File: src/hw/dac_ctrl_pkg.sv
`default_nettype none
package dac_ctrl_pkg;

   // -----------------------------------------------------------------
   // Register map
   // -----------------------------------------------------------------
   localparam logic [7:0] ADDR_REFERENCE_CONTROL = 8'h00;
   localparam logic [7:0] ADDR_LEVEL_SELECT      = 8'h04;

   // -----------------------------------------------------------------
   // Field positions
   // -----------------------------------------------------------------
   localparam int POS_ENABLE    = 7;
   localparam int POS_LOW_POWER = 6;
   localparam int POS_PIN_OE    = 5;
   localparam int POS_PSS_LO    = 2;
   localparam int POS_NSS       = 0;

   localparam logic [7:0] CONTROL_WRITE_MASK = 8'hED;
   localparam logic [7:0] LEVEL_WRITE_MASK   = 8'h1F;
   localparam logic [7:0] CONTROL_RESET      = 8'h00;
   localparam logic [4:0] LEVEL_RESET        = 5'h00;
   localparam logic [4:0] LEVEL_ALL_ONES     = 5'h1F;
   localparam logic [4:0] LEVEL_ALL_ZEROS    = 5'h00;

   // -----------------------------------------------------------------
   // Source selections
   // -----------------------------------------------------------------
   typedef enum logic [1:0] {
      POS_SRC_SUPPLY   = 2'b00,
      POS_SRC_EXT_PIN  = 2'b01,
      POS_SRC_FIXED    = 2'b10,
      POS_SRC_RESERVED = 2'b11
   } positive_source_type;

   typedef enum logic [1:0] {
      MODE_OFF          = 2'b00,
      MODE_LADDER       = 2'b01,
      MODE_CLAMP_POS    = 2'b10,
      MODE_CLAMP_NEG    = 2'b11
   } ladder_mode_type;

   // Ladder switch controls handed to the analog macro.
   typedef struct packed {
      ladder_mode_type     mode;
      positive_source_type pos_source;
      logic                neg_ext_pin;
      logic                pos_connect;
      logic                neg_connect;
      logic [4:0]          ladder_level_code;
   } ladder_ctrl_type;

   // Reference-pin override controls handed to the pad.
   typedef struct packed {
      logic analog_route;
      logic digital_out_disable;
      logic digital_in_disable;
   } pin_ctrl_type;

endpackage
`default_nettype wire

File: src/hw/ratiometric_dac_control.sv
// Operation
// - Converter is enabled exactly while the enable bit is set.
// - Five-bit level code picks one of 32 ladder taps.
// - Pin output enable set routes converter voltage to reference pin.
// - While routed, pin digital driver and input detector are disabled.
// - While routed, a digital read of the pin returns zero.
// - Converter output also feeds comparator positive input and ADC channel.
// - Positive select: 00 supply, 01 external pin, 10 fixed buffer, 11 reserved.
// - Negative select: set picks external pin, clear picks ground.
// - Reset disables converter, removes pin routing, clears level code.
`timescale 1ns/10ps
`default_nettype none
module ratiometric_dac_control (
   input  wire logic                                clk_i,
   input  wire logic                                rst_i,
   input  wire logic                                cyc_i,
   input  wire logic                                stb_i,
   input  wire logic                                we_i,
   input  wire logic [7:0]                          adr_i,
   input  wire logic [3:0]                          sel_i,
   input  wire logic [31:0]                         dat_i,
   output logic      [31:0]                         dat_o,
   output logic                                     ack_o,
   output logic                                     err_o,
   input  wire logic                                pin_digital_in_i,
   output logic                                     pin_digital_read_o,
   output dac_ctrl_pkg::ladder_ctrl_type            ladder_ctrl_o,
   output dac_ctrl_pkg::pin_ctrl_type               pin_ctrl_o,
   output logic                                     comparator_ref_en_o,
   output logic                                     adc_ref_en_o
);

   // ----------------------------------------------------------------
   // Bus decode
   // ----------------------------------------------------------------
   logic [7:0] control;
   logic [4:0] level;
   logic       request;
   logic       hit_control;
   logic       hit_level;
   logic       mapped;

   assign request     = cyc_i && stb_i && !ack_o && !err_o;
   assign hit_control = adr_i == dac_ctrl_pkg::ADDR_REFERENCE_CONTROL;
   assign hit_level   = adr_i == dac_ctrl_pkg::ADDR_LEVEL_SELECT;
   assign mapped      = hit_control || hit_level;

   // Answer one cycle after the request is seen; single-cycle pulse.
   always_ff @(posedge clk_i) begin
      if (rst_i) begin
         ack_o <= 1'b0;
         err_o <= 1'b0;
      end else begin
         ack_o <= request && mapped;
         err_o <= request && !mapped;
      end
   end

   // ----------------------------------------------------------------
   // Registers
   // ----------------------------------------------------------------
   logic write_strobe;
   assign write_strobe = request && we_i && sel_i[0];

   // Only byte lane 0 carries data, so other lanes are ignored.
   always_ff @(posedge clk_i) begin
      if (rst_i) begin
         control <= dac_ctrl_pkg::CONTROL_RESET;
      end else if (write_strobe && hit_control) begin
         control <= dat_i[7:0] & dac_ctrl_pkg::CONTROL_WRITE_MASK;
      end
   end

   always_ff @(posedge clk_i) begin
      if (rst_i) begin
         level <= dac_ctrl_pkg::LEVEL_RESET;
      end else if (write_strobe && hit_level) begin
         level <= dat_i[4:0];
      end
   end

   always_ff @(posedge clk_i) begin
      if (rst_i) begin
         dat_o <= 32'h0000_0000;
      end else if (request && !we_i && hit_control) begin
         dat_o <= {24'h00_0000, control};
      end else if (request && !we_i && hit_level) begin
         dat_o <= {27'h000_0000, level};
      end else begin
         dat_o <= 32'h0000_0000;
      end
   end

   // ----------------------------------------------------------------
   // Ladder control
   // ----------------------------------------------------------------
   logic enable;
   logic low_power;
   logic pin_oe;
   dac_ctrl_pkg::ladder_ctrl_type next_ladder;

   assign enable    = control[dac_ctrl_pkg::POS_ENABLE];
   assign low_power = control[dac_ctrl_pkg::POS_LOW_POWER];
   assign pin_oe    = control[dac_ctrl_pkg::POS_PIN_OE];

   always_comb begin
      next_ladder = '0;
      next_ladder.ladder_level_code = level;
      // The reserved positive code is passed as the supply, so the positive source is always a defined one.
      unique case (control[dac_ctrl_pkg::POS_PSS_LO +: 2])
         2'b00: next_ladder.pos_source = dac_ctrl_pkg::POS_SRC_SUPPLY;
         2'b01: next_ladder.pos_source = dac_ctrl_pkg::POS_SRC_EXT_PIN;
         2'b10: next_ladder.pos_source = dac_ctrl_pkg::POS_SRC_FIXED;
         default: next_ladder.pos_source = dac_ctrl_pkg::POS_SRC_SUPPLY;
      endcase
      next_ladder.neg_ext_pin = control[dac_ctrl_pkg::POS_NSS];
      if (enable) begin
         next_ladder.mode        = dac_ctrl_pkg::MODE_LADDER;
         next_ladder.pos_connect = 1'b1;
         next_ladder.neg_connect = 1'b1;
      end else if (low_power && level == dac_ctrl_pkg::LEVEL_ALL_ONES) begin
         next_ladder.mode        = dac_ctrl_pkg::MODE_CLAMP_POS;
         next_ladder.pos_connect = 1'b1;
      end else if (!low_power && level == dac_ctrl_pkg::LEVEL_ALL_ZEROS) begin
         next_ladder.mode        = dac_ctrl_pkg::MODE_CLAMP_NEG;
         next_ladder.neg_connect = 1'b1;
      end else begin
         // Low-power state still closes the positive end of the ladder; the negative end stays open.
         next_ladder.mode        = dac_ctrl_pkg::MODE_OFF;
         next_ladder.pos_connect = low_power;
         next_ladder.neg_connect = 1'b0;
      end
   end

   // Registered so switches move one cycle after the write completes.
   always_ff @(posedge clk_i) begin
      if (rst_i) begin
         ladder_ctrl_o <= '0;
      end else begin
         ladder_ctrl_o <= next_ladder;
      end
   end

   // ----------------------------------------------------------------
   // Pin and internal consumers
   // ----------------------------------------------------------------
   always_ff @(posedge clk_i) begin
      if (rst_i) begin
         pin_ctrl_o          <= '0;
         comparator_ref_en_o <= 1'b0;
         adc_ref_en_o        <= 1'b0;
         pin_digital_read_o  <= 1'b0;
      end else begin
         pin_ctrl_o.analog_route        <= pin_oe;
         pin_ctrl_o.digital_out_disable <= pin_oe;
         pin_ctrl_o.digital_in_disable  <= pin_oe;
         comparator_ref_en_o            <= 1'b1;
         adc_ref_en_o                   <= 1'b1;
         pin_digital_read_o             <= pin_oe ? 1'b0 : pin_digital_in_i;
      end
   end
endmodule
`default_nettype wire

File: config.mk
export PLATFORM = sky130hd
export DESIGN_NAME = ratiometric_dac_control
export DESIGN_NICKNAME = d
export VERILOG_FILES = /design/src/hw/dac_ctrl_pkg.sv /design/src/hw/ratiometric_dac_control.sv
export SDC_FILE = /design/constraint.sdc
export NUM_CORES = 1
export LEC_CHECK = 0
export BUFFER_PORTS_ARGS = -buffer_cell sky130_fd_sc_hd__buf_2
export CORE_ASPECT_RATIO = 1.75
export CORE_MARGIN = 2
export CORE_UTILIZATION = 40
export DETAILED_ROUTE_END_ITERATION = 12
export PLACE_DENSITY = 0.83
export RECOVER_POWER = 50
export REMOVE_ABC_BUFFERS = 1
export SLEW_MARGIN = 25
export SYNTH_ARGS = -nofsm -noshare
export SYNTH_HDL_FRONTEND = slang
export SYNTH_SLANG_ARGS = --single-unit
File: constraint.sdc
create_clock -name clk_i -period 2.3 [get_ports clk_i]
set_input_delay 0.46 -clock clk_i [delete_from_list [all_inputs] [get_ports clk_i]]
set_output_delay 0.46 -clock clk_i [all_outputs]
set_load 0.02 [all_outputs]
Word level (Yosys, flattened, before mapping). Cells that the tools add are included.

Bitwise logic cells: 1. Reduce and logical (&&, ||, !) cells: 26. Eq/ne operators: 4. Muxes and demuxes: 12.

Operators with widths (count): $logic_and 1x1->1 (14); $eq 8x3->1 const B (1); $logic_not 8->1 (1); $mux 8 (1); $mux 1 (6); $mux 2 (3); $reduce_or 2->1 (3); $eq 5x5->1 const B (1); $logic_not 1->1 (5); $logic_not 5->1 (1); $mux 5 (1); $pmux 2 s2 (1); $reduce_or 3->1 (1); $eq 2x1->1 const B (1); $eq 2x2->1 const B (1); $logic_or 1x1->1 (1); $not 1->1 (1).

Register bits: 60. Output and inout port bits: 52. Bits of input ports: 50.

Logic depth before layout (Yosys ltp).
Depth after elaboration: 7. Mapped depth: 5. Gate-level depth less buffers: 3.

Least setup slack after synthesis. Ideal clock, no wire load.

Kind: in2reg. Start: input port adr_i[5]. End: register control[5]. Arrival time: 1875 ps. Setup time: 121 ps. Cell stages on the path: 4. Setup slack: 303 ps. Cells stage by stage: or4_4 buf_6 nor4_4 mux2_4.

Word-level cells in the longest chain between the ends: 2.

Ends and longest elaborated chain: from (decl) (line ratiometric_dac_control.sv:19) `input wire logic [7:0] adr_i,`; $logic_not 8->1 (line ratiometric_dac_control.sv:44) `assign hit_control = adr_i == dac_ctrl_pkg::ADDR_REFERENCE_CONTROL;`; $logic_and 1x1->1 (line ratiometric_dac_control.sv:69) `end else if (write_strobe && hit_control) begin`; to (signal assigned) (line ratiometric_dac_control.sv:68) `control <= dac_ctrl_pkg::CONTROL_RESET;`; to (signal assigned) (line ratiometric_dac_control.sv:70) `control <= dat_i[7:0] & dac_ctrl_pkg::CONTROL_WRITE_MASK;`; to (decl) (line ratiometric_dac_control.sv:36) `logic [7:0] control;`.

No other way between the ends. A chain may end at the register's enable or synchronous reset.

Worst setup path after layout.
Start: input port adr_i[5]. End: register dat_o[6].

Word-level cells in the longest chain between the ends: 3.

Ends and longest elaborated chain: $logic_not 8->1 (line ratiometric_dac_control.sv:44); $logic_and 1x1->1 (line ratiometric_dac_control.sv:85) `end else if (request && !we_i && hit_control) begin`; $mux 8 (line ratiometric_dac_control.sv:85); to (signal assigned) (line ratiometric_dac_control.sv:86) `dat_o <= {24'h00_0000, control};`; to (signal assigned) (line ratiometric_dac_control.sv:88) `dat_o <= {27'h000_0000, level};`; to (decl) (line ratiometric_dac_control.sv:22) `output logic [31:0] dat_o,`.

No other way between the ends.

==> results.ini <==
[power]
p_int_uw = 846
power.density_nw_per_um2 = 669
vdd.ir_drop.worst_mv = 0.329
p_sw_uw = 270
p_total_uw = 1120
seqPwrFrac_pct = 54.8
p_leak_uw = 0.000771
clock_power_share_pct = 36.8
pwr-share-comb_pct = 8.4
sw_frac_of_total_pct = 24.2

[worst_setup_path]
crit_type = primary input to flop
cp.arrival_ps = 2020
cp-start-kind = primary input
cp.required_ps = 2510
crit_path_max_fanout = 8
end_kind = flop

[status]
status = finished, final reports clean

[die]
die_height_um = 83.7
die_w_um = 49.5
rows = 29
die_area_sq_um = 4140
ios = 102
start_util_pct = 40.8
coreArea_sq_um = 3560

[logic_synthesis]
yosysMostFrequentCell = dfxtp_1
synth_area_leaders = dfxtp_1, buf_4, mux2i_1, nand2_1, nor4_4
synth_cell_types = 28
ys_seq_elements = 35
synth_top_area_cell = dfxtp_1
yosysTopAreaCellShare_pct = 48.3
synth_enable_flop_cells = 0
ys.flop_type = dfxtp_1
syn_area_per_cell_sq_um = 10.1
seq_area_frac_synth_pct = 48.3
ys_top_cells_by_count = dfxtp_1, buf_4, nand2_1, mux2i_1, nor2_1
synth-async-reset-ratio_pct = 0
synth_area_sq_um = 1450
postSynthCellCount = 143
yosysWarnings = 0

[cts]
clk_latency_ps = 280
cts_htree_levels = 2
clockRootBuffer = clkbuf_8
cts_hold_buf = 0
cts_sinks = 35
cts_tree = done
post_cts_resized = 0
post_cts_buffers = 0
clk_pin_slew_worst_paths_ps = 60
cts_buffers = 5
cts_max_path_buffers = 2

[grt]
grt_pass1_wl_um = 4090
grt_pass1_vias = 967
grt_max_degree = 15
grt-ovfl-total = 0
antenna_found_initial = 0
grt_usage_pct = 13.6

[timing]
fin_crit_sh_pct = 78.7
rsz0062_at_grt = no
setup_viol = 0
maxSlewViolCount = 0
whs_ps = 424
skew_ps = 3.09
finalCriticalPeriod_ps = 1810
clock.fmax_mhz = 552
finalSetupTns_ps = 0
slew_headroom_pct = 60.1
hold_viol_final = 0
worst_pin_slew_ps = 598

[layout]
nets = 241
fin_area_sq_um = 1670
regArea_sq_um = 701
multi_input_area_sq_um = 562
fillers = 372
diodes = 0
instances_no_fill = 238
final_layout_size_suffix_gt1_share_pct = 26.6
syn2layout_area_growth_pct = 15.1

[place]
hpwl_um = 2000
port_buffers = 50
dp_cells = 230
dpl_cell_area_sq_um = 1610
gp_congestion = 0.817

[drt]
drt-total-wl_um = 2610
viasPerCell = 4.36
drc_errors = 0
drtPass1Iterations = 4
wl_per_cell_um = 11.0
ant_nets = 0
drt-initial-drc-count = 9
vias = 1038

[min_path]
worstHoldPathType = primary input to flop

[job]
max_cap_viol_count = 0

==> stage by stage <==
step	util [%]	setup WS, ps
final	46.9	489
after global routing	46.9	412
after CTS	47.6	596
after detailed placement	45.3	300
after global placement	45.3	328
after floorplan	-	365
==> flip-flops by register name (all words and copies together), names as in the netlist <==
register and cells:
control 6, dat_o 8, err_o 1, pin_ctrl_o 1, ack_o 1, ladder_ctrl_o 11
pin_digital_read_o 1, adc_ref_en_o 1, level 5
==> final cells by class <==
type	count	share of cell area, %
repair buffers	52	14.7
inverters	6	1.35
clock buffers	7	4.57
multi-input cells	91	33.7
clock inverters	1	0.300
flip-flops and latches	35	42.0
well taps	46	3.45
==> cell families after synthesis <==
family,after synthesis,synth area share [%]
AOI/OAI and AO/OA,2,0.863
buffers and inverters,40,18.6
DFF,35,48.3
muxes,14,10.2
other,1,0.259
and+or+nand+nor,51,21.7
==> layer usage <==
layer / share of wire, % / track usage [%] / routed length (um) / up-vias
met4: 3.7 / 11.4 / 97 / 0
met2: 57 / 25.6 / 1480 / 54
li1: - / - / - / 505
met1: 31 / 10.8 / 817 / 471
met5: 0 / 0 / 0 / -
met3: 8.3 / 3.76 / 216 / 8
==> critical path, stage by stage <==
cell and delay [ps]:
buf_2 90, or4_1 670, or4_4 610, nor3b_2 180
==> power groups by stage <==
stage	registers [uW]	clock network, uW	logic, uW
4_1_cts	612	423	94.9
6_report	612	411	93.4
3_5_place_dp	626	0	94.6
2_1_floorplan	634	0	51.9
3_3_place_gp	625	0	93.4
5_1_grt	612	449	100
==> final timing paths <==
path | to | from | depth (start not counted) | slack (ps)
worst max-delay path | dat_o[6] | adr_i[5] | 4 | 490
worst max register to register | dat_o[6] | ack_o | 3 | 660
worst min-delay path | control[7] | dat_i[7] | 3 | 420
worst min register to register | ladder_ctrl_o[9] | control[2] | 1 | 450
==> cell usage in the layout, fill, tap and decap left out <==
cell and n:
or4_4 1, a21oi_1 1, conb_1 24, nor2_1 11, nand3b_1 1, nand3_1 2, or4_1 2, nand4bb_1 1
nor4_4 2, nor3b_1 1, inv_1 6, mux2_4 1, and4_1 1, clkinv_2 1, or3_1 1, clkbuf_1 18
nor4_1 2, nor2b_1 6, buf_2 34, clkbuf_8 5, dfxtp_1 35, nor3_1 1, nor3b_2 2, a211oi_1 1
mux2i_1 11, buf_4 2, nand2_1 16, mux2_2 2, nor3_2 1
No activity file was read; power rests on OpenSTA's default activity.
